**src/core/scg_pkg.sv**
```systemverilog
// Shared constants and types for the secure counter command gate
package scg_pkg;

   // ----------------------------------------------------------------
   // Register map (AXI4-Lite byte offsets)
   // ----------------------------------------------------------------
   localparam int unsigned SCG_AXI_AW = 4;
   localparam logic [3:0] SCG_OFF_STATREG = 4'h0;
   localparam logic [3:0] SCG_OFF_STATE = 4'h4;
   localparam logic [3:0] SCG_OFF_IRQ_STAT = 4'h8;
   localparam logic [3:0] SCG_OFF_IRQ_MASK = 4'hc;
   localparam logic [1:0] SCG_RESP_OKAY = 2'h0;
   localparam logic [1:0] SCG_RESP_DECERR = 2'h3;

   // ----------------------------------------------------------------
   // Flash status register layout and delivery value
   // ----------------------------------------------------------------
   localparam int unsigned SCG_SR_W = 24;
   localparam logic [23:0] SCG_STATREG_RST = 24'h200200;
   localparam int unsigned SCG_BIT_WRITE_IN_PROGRESS = 0;
   localparam int unsigned SCG_BIT_WEL = 1;
   localparam int unsigned SCG_BIT_QUAD_ENABLE = 9;
   localparam int unsigned SCG_BIT_SUS = 15;
   localparam int unsigned SCG_BIT_DRIVE_STRENGTH0 = 21;
   localparam logic [23:0] SCG_SR_LIVE_MASK = 24'h008003;

   // ----------------------------------------------------------------
   // Extended status values
   // ----------------------------------------------------------------
   localparam logic [7:0] SCG_EXT_POWERON = 8'h00;
   localparam logic [7:0] SCG_EXT_OK = 8'h80;
   localparam logic [7:0] SCG_EXT_BUSY = 8'h01;
   localparam int unsigned SCG_ERR_W = 6;

   // ----------------------------------------------------------------
   // Serial framing and interrupt layout
   // ----------------------------------------------------------------
   localparam logic [4:0] SCG_BITS_OPCODE = 5'h08;
   localparam logic [4:0] SCG_BITS_DUMMY_END = 5'h10;
   localparam int unsigned SCG_IRQ_W = 4;
   localparam int unsigned SCG_IRQ_CNT_DONE = 0;
   localparam int unsigned SCG_IRQ_PE_DONE = 1;
   localparam int unsigned SCG_IRQ_REFUSED = 2;
   localparam int unsigned SCG_IRQ_SUSPENDED = 3;

   // ----------------------------------------------------------------
   // Types
   // ----------------------------------------------------------------
   typedef enum logic [2:0] {
      SCG_PE_IDLE = 3'b001,
      SCG_PE_RUN = 3'b010,
      SCG_PE_SUSP = 3'b100
   } scg_pe_t;

   typedef enum logic [3:0] {
      SCG_C_OTHER, SCG_C_READ, SCG_C_WRITE, SCG_C_CHIPERASE, SCG_C_WRSR,
      SCG_C_RDSR, SCG_C_WRITE_ENABLE, SCG_C_SUSPEND, SCG_C_RESUME, SCG_C_DPD,
      SCG_C_RELDPD, SCG_C_CNT, SCG_C_CNTRB
   } scg_cls_t;

   typedef struct packed {
      logic cs_n;
      logic sclk;
      logic si;
   } scg_link_t;

   typedef struct packed {
      logic valid;
      logic [7:0] op;
   } scg_disp_t;

endpackage

```
**src/core/scg_gate.sv**
```systemverilog
// Command admission and state gating for the secure counter command pair
//
// Summary of operation
// - Deep power-down ignores counter and readback commands.
// - Counter command runs regardless of write enable.
// - Counter state from opcode until extended busy clears.
// - Suspend during counter state is discarded.
// - Program/erase state until status busy clears.
// - Suspended state begins when suspend-done sets.
// - Suspend moves to suspended, except chip erase/status write.
// - Counter command accepted during program/erase or suspend.
// - Readback in counter state reports busy or done.
// - Readback in other states returns last counter status.
// - Status read accepted outside deep power-down, busy excludes counter.
// - Status register delivers 00H with S21, S9 set.
// - Array reads served while program/erase suspended.
// - Extended bit 0 set while counter command executes.
// - Extended status 80H on success, 00H after power-up.
`timescale 1ns/10ps
module scg_gate #(
   parameter logic [7:0] OP_READ = 8'h10,
   parameter logic [7:0] OP_PROG = 8'h11,
   parameter logic [7:0] OP_ERASE = 8'h12,
   parameter logic [7:0] OP_CHIP_ERASE = 8'h13,
   parameter logic [7:0] OP_WRSR = 8'h14,
   parameter logic [7:0] OP_RDSR = 8'h15,
   parameter logic [7:0] OP_WRITE_ENABLE = 8'h16,
   parameter logic [7:0] OP_SUSPEND = 8'h17,
   parameter logic [7:0] OP_RESUME = 8'h18,
   parameter logic [7:0] OP_DPD = 8'h19,
   parameter logic [7:0] OP_RELDPD = 8'h1a,
   parameter logic [7:0] OP_CNT = 8'h1b,
   parameter logic [7:0] OP_CNTRB = 8'h1c
) (
   input wire logic CLK_SYS_I,
   input wire logic RESETN_I,
   input wire scg_pkg::scg_link_t LINK_I,
   output logic SO_O,
   output logic SO_OE_O,
   input wire logic PE_DONE_I,
   input wire logic SUSP_DONE_I,
   input wire logic CNT_DONE_I,
   input wire logic [scg_pkg::SCG_ERR_W-1:0] CNT_ERR_I,
   output scg_pkg::scg_disp_t DISP_O,
   output logic IRQ_O,
   input wire logic [scg_pkg::SCG_AXI_AW-1:0] S_AXI_AWADDR,
   input wire logic S_AXI_AWVALID,
   output logic S_AXI_AWREADY,
   input wire logic [31:0] S_AXI_WDATA,
   input wire logic [3:0] S_AXI_WSTRB,
   input wire logic S_AXI_WVALID,
   output logic S_AXI_WREADY,
   output logic [1:0] S_AXI_BRESP,
   output logic S_AXI_BVALID,
   input wire logic S_AXI_BREADY,
   input wire logic [scg_pkg::SCG_AXI_AW-1:0] S_AXI_ARADDR,
   input wire logic S_AXI_ARVALID,
   output logic S_AXI_ARREADY,
   output logic [31:0] S_AXI_RDATA,
   output logic [1:0] S_AXI_RRESP,
   output logic S_AXI_RVALID,
   input wire logic S_AXI_RREADY
);
   import scg_pkg::*;

   // Clashing opcodes would make the decode ambiguous
   if (OP_CNT == OP_CNTRB || OP_SUSPEND == OP_RESUME || OP_READ == OP_RDSR) begin : g_op_clash
      $error("scg_gate: opcode parameters must be distinct");
   end

   // ----------------------------------------------------------------
   // Opcode classification
   // ----------------------------------------------------------------
   function automatic scg_cls_t classify(input logic [7:0] op);
      scg_cls_t c;
      c = SCG_C_OTHER;
      case (op)
         OP_READ: c = SCG_C_READ;
         OP_PROG: c = SCG_C_WRITE;
         OP_ERASE: c = SCG_C_WRITE;
         OP_CHIP_ERASE: c = SCG_C_CHIPERASE;
         OP_WRSR: c = SCG_C_WRSR;
         OP_RDSR: c = SCG_C_RDSR;
         OP_WRITE_ENABLE: c = SCG_C_WRITE_ENABLE;
         OP_SUSPEND: c = SCG_C_SUSPEND;
         OP_RESUME: c = SCG_C_RESUME;
         OP_DPD: c = SCG_C_DPD;
         OP_RELDPD: c = SCG_C_RELDPD;
         OP_CNT: c = SCG_C_CNT;
         OP_CNTRB: c = SCG_C_CNTRB;
         default: c = SCG_C_OTHER;
      endcase
      return c;
   endfunction

   function automatic logic [31:0] word_merge(input logic [31:0] old_v, input logic [31:0] new_v,
                                             input logic [3:0] strb);
      logic [31:0] r;
      r = old_v;
      for (int i = 0; i < 4; i++) begin
         if (strb[i]) begin
            r[8*i +: 8] = new_v[8*i +: 8];
         end
      end
      return r;
   endfunction

   // ----------------------------------------------------------------
   // Link sampling: two flops, then an edge stage that reads stage two
   // ----------------------------------------------------------------
   scg_link_t l1_q, l2_q, l3_q;
   always_ff @(posedge CLK_SYS_I) begin
      if (!RESETN_I) begin
         l1_q <= '{cs_n: 1'b1, sclk: 1'b0, si: 1'b0};
         l2_q <= '{cs_n: 1'b1, sclk: 1'b0, si: 1'b0};
         l3_q <= '{cs_n: 1'b1, sclk: 1'b0, si: 1'b0};
      end else begin
         l1_q <= LINK_I;
         l2_q <= l1_q;
         l3_q <= l2_q;
      end
   end

   wire sel = !l2_q.cs_n;
   wire rise = sel && l2_q.sclk && !l3_q.sclk;
   wire fall = sel && !l2_q.sclk && l3_q.sclk;

   // ----------------------------------------------------------------
   // Frame shifter and opcode capture
   // ----------------------------------------------------------------
   logic [4:0] bit_cnt_q;
   logic [7:0] rx_q;
   logic [7:0] tx_q;
   logic tx_on_q;
   logic so_q, so_oe_q;
   wire [7:0] rx_next = {rx_q[6:0], l2_q.si};
   wire [4:0] bit_next = (bit_cnt_q == 5'h1f) ? bit_cnt_q : bit_cnt_q + 5'h01;
   wire op_done = rise && (bit_next == SCG_BITS_OPCODE);
   wire dummy_done = rise && (bit_next == SCG_BITS_DUMMY_END);
   wire scg_cls_t cls = classify(rx_next);

   // ----------------------------------------------------------------
   // Control state
   // ----------------------------------------------------------------
   scg_pe_t pe_q;
   logic cnt_busy_q, dpd_q, wel_q, no_susp_q, susp_pend_q, sus_bit_q, rb_frame_q;
   logic [7:0] ext_q;
   logic [SCG_SR_W-1:0] sr_cfg_q;

   // Admission decision for the opcode seen this cycle
   logic accept, refuse;
   always_comb begin
      accept = 1'b0;
      if (dpd_q) begin
         accept = (cls == SCG_C_RELDPD);
      end else begin
         case (cls)
            SCG_C_READ: accept = (pe_q != SCG_PE_RUN);
            SCG_C_WRITE, SCG_C_CHIPERASE, SCG_C_WRSR:
               accept = wel_q && (pe_q == SCG_PE_IDLE);
            SCG_C_RDSR: accept = 1'b1;
            SCG_C_WRITE_ENABLE: accept = 1'b1;
            SCG_C_SUSPEND:
               accept = !cnt_busy_q && (pe_q == SCG_PE_RUN) && !no_susp_q
                        && !susp_pend_q;
            SCG_C_RESUME: accept = !cnt_busy_q && (pe_q == SCG_PE_SUSP);
            SCG_C_DPD: accept = (pe_q == SCG_PE_IDLE) && !cnt_busy_q;
            SCG_C_CNT: accept = !cnt_busy_q;
            SCG_C_CNTRB: accept = 1'b1;
            default: accept = 1'b0;
         endcase
      end
      refuse = !accept;
   end

   wire take = op_done && accept;
   wire drop = op_done && refuse;
   wire [SCG_SR_W-1:0] sr_live = (sr_cfg_q & ~SCG_SR_LIVE_MASK)
                                 | (SCG_SR_W'(pe_q != SCG_PE_IDLE)
                                    << SCG_BIT_WRITE_IN_PROGRESS)
                                 | (SCG_SR_W'(wel_q) << SCG_BIT_WEL)
                                 | (SCG_SR_W'(sus_bit_q) << SCG_BIT_SUS);

   // Serial shifter: status byte goes out after the opcode, extended
   // status after the dummy byte of a readback frame
   always_ff @(posedge CLK_SYS_I) begin
      if (!RESETN_I || !sel) begin
         bit_cnt_q <= 5'h00;
         rx_q <= 8'h00;
         tx_q <= 8'h00;
         tx_on_q <= 1'b0;
         so_q <= 1'b0;
         so_oe_q <= 1'b0;
         rb_frame_q <= 1'b0;
      end else begin
         if (rise) begin
            bit_cnt_q <= bit_next;
            rx_q <= rx_next;
         end
         if (take && cls == SCG_C_RDSR) begin
            tx_q <= sr_live[7:0];
            tx_on_q <= 1'b1;
         end else if (take && cls == SCG_C_CNTRB) begin
            rb_frame_q <= 1'b1;
         end else if (dummy_done && rb_frame_q) begin
            tx_q <= ext_q;
            tx_on_q <= 1'b1;
         end else if (fall && tx_on_q) begin
            so_q <= tx_q[7];
            so_oe_q <= 1'b1;
            tx_q <= {tx_q[6:0], tx_q[7]};
         end
      end
   end

   // ----------------------------------------------------------------
   // Program/erase state machine
   // ----------------------------------------------------------------
   always_ff @(posedge CLK_SYS_I) begin
      if (!RESETN_I) begin
         pe_q <= SCG_PE_IDLE;
         no_susp_q <= 1'b0;
         susp_pend_q <= 1'b0;
         sus_bit_q <= 1'b0;
      end else begin
         case (pe_q)
            SCG_PE_IDLE: begin
               if (take && (cls == SCG_C_WRITE || cls == SCG_C_CHIPERASE
                            || cls == SCG_C_WRSR)) begin
                  pe_q <= SCG_PE_RUN;
                  no_susp_q <= (cls != SCG_C_WRITE);
               end
            end
            SCG_PE_RUN: begin
               if (take && cls == SCG_C_SUSPEND) begin
                  susp_pend_q <= 1'b1;
               end
               if (PE_DONE_I) begin
                  pe_q <= SCG_PE_IDLE;
                  susp_pend_q <= 1'b0;
               end else if (SUSP_DONE_I && susp_pend_q) begin
                  pe_q <= SCG_PE_SUSP;
                  sus_bit_q <= 1'b1;
                  susp_pend_q <= 1'b0;
               end
            end
            SCG_PE_SUSP: begin
               if (take && cls == SCG_C_RESUME) begin
                  pe_q <= SCG_PE_RUN;
                  sus_bit_q <= 1'b0;
               end
            end
            default: pe_q <= SCG_PE_IDLE;
         endcase
      end
   end

   // ----------------------------------------------------------------
   // Counter state, extended status, power-down and write enable
   // ----------------------------------------------------------------
   wire [7:0] ext_done = (CNT_ERR_I == '0) ? SCG_EXT_OK : {1'b0, CNT_ERR_I, 1'b0};
   always_ff @(posedge CLK_SYS_I) begin
      if (!RESETN_I) begin
         cnt_busy_q <= 1'b0;
         ext_q <= SCG_EXT_POWERON;
         dpd_q <= 1'b0;
         wel_q <= 1'b0;
      end else begin
         if (take && cls == SCG_C_CNT) begin
            cnt_busy_q <= 1'b1;
            ext_q <= SCG_EXT_BUSY;
         end else if (cnt_busy_q && CNT_DONE_I) begin
            cnt_busy_q <= 1'b0;
            ext_q <= ext_done;
         end
         if (take && cls == SCG_C_DPD) begin
            dpd_q <= 1'b1;
         end else if (take && cls == SCG_C_RELDPD) begin
            dpd_q <= 1'b0;
         end
         if (take && cls == SCG_C_WRITE_ENABLE) begin
            wel_q <= 1'b1;
         end else if (take && (cls == SCG_C_WRITE || cls == SCG_C_CHIPERASE
                               || cls == SCG_C_WRSR)) begin
            wel_q <= 1'b0;
         end
      end
   end

   // Accepted opcodes are handed to the engines as a one-cycle pulse
   scg_disp_t disp_q;
   always_ff @(posedge CLK_SYS_I) begin
      if (!RESETN_I) begin
         disp_q <= '{valid: 1'b0, op: 8'h00};
      end else begin
         disp_q <= '{valid: take, op: rx_next};
      end
   end

   // ----------------------------------------------------------------
   // AXI4-Lite slave
   // ----------------------------------------------------------------
   logic awready_q, wready_q, bvalid_q, arready_q, rvalid_q;
   logic aw_got_q, w_got_q;
   logic [SCG_AXI_AW-1:0] awaddr_q;
   logic [31:0] wdata_q, rdata_q;
   logic [3:0] wstrb_q;
   logic [1:0] bresp_q, rresp_q;
   logic [SCG_IRQ_W-1:0] irq_stat_q, irq_mask_q;
   logic irq_q;

   wire aw_hs = S_AXI_AWVALID && awready_q;
   wire w_hs = S_AXI_WVALID && wready_q;
   wire ar_hs = S_AXI_ARVALID && arready_q;
   wire wr_go = aw_got_q && w_got_q && !bvalid_q;
   wire wr_ok = (awaddr_q == SCG_OFF_STATREG) || (awaddr_q == SCG_OFF_IRQ_MASK);
   wire rd_stat = ar_hs && (S_AXI_ARADDR == SCG_OFF_IRQ_STAT);
   wire [31:0] state_word = {17'h00000, wel_q, dpd_q, cnt_busy_q, 1'b0, pe_q, ext_q};
   wire [31:0] sr_word = {8'h00, sr_live};
   wire [31:0] merged = word_merge({8'h00, sr_cfg_q}, wdata_q, wstrb_q);
   wire [31:0] mask_merged = word_merge({28'h0000000, irq_mask_q}, wdata_q, wstrb_q);
   logic [31:0] rd_mux;
   logic rd_hit;
   always_comb begin
      rd_mux = 32'h00000000;
      rd_hit = 1'b1;
      case (S_AXI_ARADDR)
         SCG_OFF_STATREG: rd_mux = sr_word;
         SCG_OFF_STATE: rd_mux = state_word;
         SCG_OFF_IRQ_STAT: rd_mux = {28'h0000000, irq_stat_q};
         SCG_OFF_IRQ_MASK: rd_mux = {28'h0000000, irq_mask_q};
         default: rd_hit = 1'b0;
      endcase
   end

   always_ff @(posedge CLK_SYS_I) begin
      if (!RESETN_I) begin
         awready_q <= 1'b1;
         wready_q <= 1'b1;
         aw_got_q <= 1'b0;
         w_got_q <= 1'b0;
         awaddr_q <= '0;
         wdata_q <= 32'h00000000;
         wstrb_q <= 4'h0;
         bvalid_q <= 1'b0;
         bresp_q <= SCG_RESP_OKAY;
         sr_cfg_q <= SCG_STATREG_RST;
         irq_mask_q <= '0;
      end else begin
         if (aw_hs) begin
            aw_got_q <= 1'b1;
            awaddr_q <= S_AXI_AWADDR;
            awready_q <= 1'b0;
         end
         if (w_hs) begin
            w_got_q <= 1'b1;
            wdata_q <= S_AXI_WDATA;
            wstrb_q <= S_AXI_WSTRB;
            wready_q <= 1'b0;
         end
         if (wr_go) begin
            bvalid_q <= 1'b1;
            bresp_q <= wr_ok ? SCG_RESP_OKAY : SCG_RESP_DECERR;
            aw_got_q <= 1'b0;
            w_got_q <= 1'b0;
            if (awaddr_q == SCG_OFF_STATREG) begin
               sr_cfg_q <= merged[SCG_SR_W-1:0];
            end
            if (awaddr_q == SCG_OFF_IRQ_MASK) begin
               irq_mask_q <= mask_merged[SCG_IRQ_W-1:0];
            end
         end
         if (bvalid_q && S_AXI_BREADY) begin
            bvalid_q <= 1'b0;
            awready_q <= 1'b1;
            wready_q <= 1'b1;
         end
      end
   end

   // Read path; a status read clears the sticky bits it returned
   always_ff @(posedge CLK_SYS_I) begin
      if (!RESETN_I) begin
         arready_q <= 1'b1;
         rvalid_q <= 1'b0;
         rdata_q <= 32'h00000000;
         rresp_q <= SCG_RESP_OKAY;
      end else begin
         if (ar_hs) begin
            arready_q <= 1'b0;
            rvalid_q <= 1'b1;
            rdata_q <= rd_mux;
            rresp_q <= rd_hit ? SCG_RESP_OKAY : SCG_RESP_DECERR;
         end else if (rvalid_q && S_AXI_RREADY) begin
            rvalid_q <= 1'b0;
            arready_q <= 1'b1;
         end
      end
   end

   // ----------------------------------------------------------------
   // Interrupts: a new event wins over the read that clears it
   // ----------------------------------------------------------------
   wire [SCG_IRQ_W-1:0] ev;
   assign ev[SCG_IRQ_CNT_DONE] = cnt_busy_q && CNT_DONE_I;
   assign ev[SCG_IRQ_PE_DONE] = (pe_q == SCG_PE_RUN) && PE_DONE_I;
   assign ev[SCG_IRQ_REFUSED] = drop;
   assign ev[SCG_IRQ_SUSPENDED] = (pe_q == SCG_PE_RUN) && !PE_DONE_I && SUSP_DONE_I
                                  && susp_pend_q;
   always_ff @(posedge CLK_SYS_I) begin
      if (!RESETN_I) begin
         irq_stat_q <= '0;
         irq_q <= 1'b0;
      end else begin
         irq_stat_q <= (rd_stat ? '0 : irq_stat_q) | ev;
         irq_q <= |(irq_stat_q & irq_mask_q);
      end
   end

   // ----------------------------------------------------------------
   // Outputs
   // ----------------------------------------------------------------
   assign SO_O = so_q;
   assign SO_OE_O = so_oe_q;
   assign DISP_O = disp_q;
   assign IRQ_O = irq_q;
   assign S_AXI_AWREADY = awready_q;
   assign S_AXI_WREADY = wready_q;
   assign S_AXI_BVALID = bvalid_q;
   assign S_AXI_BRESP = bresp_q;
   assign S_AXI_ARREADY = arready_q;
   assign S_AXI_RVALID = rvalid_q;
   assign S_AXI_RDATA = rdata_q;
   assign S_AXI_RRESP = rresp_q;

endmodule

```
**config.mk**
```make
export PLATFORM = sky130hd
export DESIGN_NAME = scg_gate
export DESIGN_NICKNAME = d
export VERILOG_FILES = /design/src/core/scg_pkg.sv /design/src/core/scg_gate.sv
export SDC_FILE = /design/constraint.sdc
export NUM_CORES = 1
export LEC_CHECK = 0
export ABC_CLOCK_PERIOD_IN_PS = 3160
export BUFFER_PORTS_ARGS = -buffer_cell sky130_fd_sc_hd__clkbuf_2
export CAP_MARGIN = 40
export CORE_MARGIN = 2
export CORE_UTILIZATION = 55
export CTS_CLUSTER_DIAMETER = 100
export DETAILED_ROUTE_END_ITERATION = 16
export GPL_ROUTABILITY_DRIVEN = 0
export PLACE_DENSITY_LB_ADDON = 0.3
export SYNTH_ARGS = -nofsm -noshare
export SYNTH_HDL_FRONTEND = slang
export SYNTH_SLANG_ARGS = --single-unit
```
**constraint.sdc**
```tcl
create_clock -name CLK_SYS_I -period 3.16 [get_ports CLK_SYS_I]
set_input_delay 0.948 -clock CLK_SYS_I [delete_from_list [all_inputs] [get_ports CLK_SYS_I]]
set_output_delay 0.948 -clock CLK_SYS_I [all_outputs]
set_load 0.05 [all_outputs]
```
==> run metrics <==
status finished clean; PD cells 570 nW/um^2; cell-internal power a little over 0.003 W; kind of critical path reg -> reg; Net count, final 850; RSZ-0062 raised after global routing false; Crit path max-delay family compound AO/OA/AOI/OAI gates; Crit Path Max Fanout 8; setup_tns 0 ps; clock share of power between 40 and 50%; CP max-delay cell a2111oi_1; fraction of registers with async set/reset 0%; Rows 38; Fillers 886; via density per instance slightly below 6; worst-path cell chain inv_1 -> ha_1 -> nor2b_1 -> or4_1 -> o211ai_2 -> a31oi_2 -> a2111oi_1 -> o221a_2; Num CTS Buffers 17; CP Capture Type flip-flop; worst endpoint data arrival time about 3500 ps; global-route wire length before repair between 20000 and 25000 microns; clock tree root driver cell clkbuf_8; syn_area_per_cell around 8.7 sq um; Slew Viols, Final 0; switch share between 20% and 30%; fmax approximately 330 MHz; initial core utilization between 50% and 60%; Max-cap violations 0; initial antenna violation count 0; grt total ovfl 0; Max clock buf depth 2; Tot GR Track Use between 20% and 30%; CTS tree yes; most frequent cell after synthesis dfxtp_1; Critical Path Max Stage Delay between 500 and 600 ps; library cells used by synthesis about 60; Post-DP HPWL just over 10000 microns; number of setup buffers added after CTS 0; initial DRC count 419; Ant. Diodes 0; Die Ht about 110 microns; largest net degree at the start of global routing a little under 70; Syn Inst Count 700; Tcrit/Tclk final between 90% and 100%; Clock Skew about 7 ps; Final Setup Violations 0; fraction of layout cells with a size suffix above 1 22.0%; Skew-Pair Late Insertion Delay ~520 ps; part of the power in registers about 48%; worst path bufs/invs 1; Die Width 109 microns; Worst Tran Pin Value ~800 ps; worst path required time 3630 ps; largest area contributor in the netlist dfxtp_1; post-synth top area share around half; Max transition margin 45.5%; post-layout min period around 3000 ps; IO buf count 97; WL final 14900 microns; Area growth syn-to-layout 18.1%; peak supply drop 0.000290 V; Die Area 11900 sq um; WL/cell 15.9 microns; First-pass DRT Iterations 5; Leak between 2 and 3 nW; Residual DRC 0; Hold Path Class reg -> reg; IO Count between 100 and 150; CTS clk-pin slew, worst paths ~60 ps; vias in the first global route around 5000; combinational share of power about 7.3%; core footprint ~11000 sq um; Ys Warns 0; top_reg_cell synth dfxtp_1; sequential share of the synthesized area about 50%; synthesized cell area approximately 6100 sq um; Area after DPL 6650 sq um; via count 5431; clock tree sinks between 100 and 150; EDFF count, synth 0; final hold violations 0; design area 7180 sq um; Post-synth top cells dfxtp_1, nand2_1, a21oi_1; post-synthesis register bit count ~150; Area contributors post-synth dfxtp_1, nand2_1, a21oi_1; P_sw about 0.001 W; CP startpoint kind flip-flop; H-tree depth 4; post-route ant nets 0
==> final cells by class <==
| class | instances | area (sq um) | area share, % |
|---|---|---|---|
| Tap cell | 140 | 175 | 2.44 |
| Clock buffer | 18 | 418 | 5.82 |
| Multi-Input combinational cell | 495 | 2860 | 39.8 |
| Sequential cell | 149 | 2980 | 41.5 |
| Timing Repair Buffer | 111 | 591 | 8.22 |
| Inverter | 11 | 41.3 | 0.575 |
| Clock inverter | 11 | 114 | 1.59 |
==> what timing repair did <==
item / in CTS / in global routing
setup endpoints to repair: 0 / 2
gates resized for setup: 0 / 2
endpoints found under the hold margin: 0 / 0
hold buffers: 0 / 0
==> logic make-up after synthesis <==
family	share of synthesized area (%)
AO/OA/AOI/OAI	18.2
flip-flops	49.1
other	0.0617
adder cells (fa/ha/maj)	0.412
XOR/XNOR	0.432
multiplexers	3.64
AND/OR/NAND/NOR	23.6
buffers and inverters	4.57
==> state kept, by name, indices dropped and copies added, names as in the netlist, 3 cells and up <==
register and flops:
rx_q 7, bit_cnt_q 5, irq_stat_q 4, l2_q 3
l1_q 3, wstrb_q 3, wdata_q 23, ext_q 7
irq_mask_q 4, awaddr_q 4, DISP_O 9, pe_q 3
S_AXI_RDATA 24, tx_q 8, sr_cfg_q 21
==> routing by layer <==
layer / global-route usage, % / wire, microns / vias up
met5: 0 / 0 / -
met4: 12.3 / 420 / 0
met3: 7.11 / 1080 / 41
met2: 40.5 / 6990 / 227
met1: 33.7 / 6400 / 2521
li1: - / - / 2642
==> power by group through the flow <==
stage	combinational [W]	sequential, W	clock, W
4_1_cts	0.000300	0.00196	0.00186
2_1_floorplan	0.000171	0.00204	0
3_5_place_dp	0.000298	0.00200	0
6_report	0.000300	0.00196	0.00184
3_3_place_gp	0.000292	0.00200	0
5_1_grt	0.000326	0.00196	0.00194
==> cell usage in the layout, fill, tap and decap left out, types with 4 or more instances in the layout <==
cell       count
mux4_2         4
o21ai_0        8
clkbuf_2      97
nand2_1      132
a221oi_1      11
nand3_1       45
or4_1          4
a22oi_1        7
a21oi_1       86
and2_1        12
nor4b_1        4
nor2b_1        6
conb_1         8
o221a_2       17
nor3_1        25
dfxtp_1      149
nor2_1        45
clkbuf_16     16
buf_4         14
clkinv_2       6
nand2b_1       7
mux2i_1       12
nand4_1        6
nand3b_1       4
inv_1         10
==> through the flow <==
| step | power (W) | hold slack (ps) | instances | worst slack (ps) | utilization [%] |
|---|---|---|---|---|---|
| final | 0.00409 | 411 | 935 | 158 | 66.5 |
| after global placement | 0.00229 | 397 | 906 | 383 | 61.6 |
| after floorplan | 0.00221 | 386 | 707 | 606 | - |
| after CTS | 0.00412 | 411 | 935 | 138 | 66.5 |
| after global routing | 0.00423 | 419 | 935 | 3.91 | 66.5 |
| after detailed placement | 0.00230 | 396 | 906 | 185 | 61.6 |
==> worst paths after layout <==
check / start / endpoint / slack, ps / depth (start not counted)
setup / recovery: rx_q[0] / susp_pend_q / 160 / 8
hold / removal: l1_q[2] / l2_q[2] / 410 / 1
setup reg to reg: rx_q[0] / susp_pend_q / 160 / 8
hold reg to reg: l1_q[2] / l2_q[2] / 410 / 1
==> worst register-to-register path: stages, from the launching register on <==
cell and delay, ps:
dfxtp_1 500, inv_1 180, ha_1 320, nor2b_1 160, or4_1 530, o211ai_2 280, a31oi_2 150, a2111oi_1 540
o221a_2 270
Note: power is estimated with default switching activity, not from simulation.
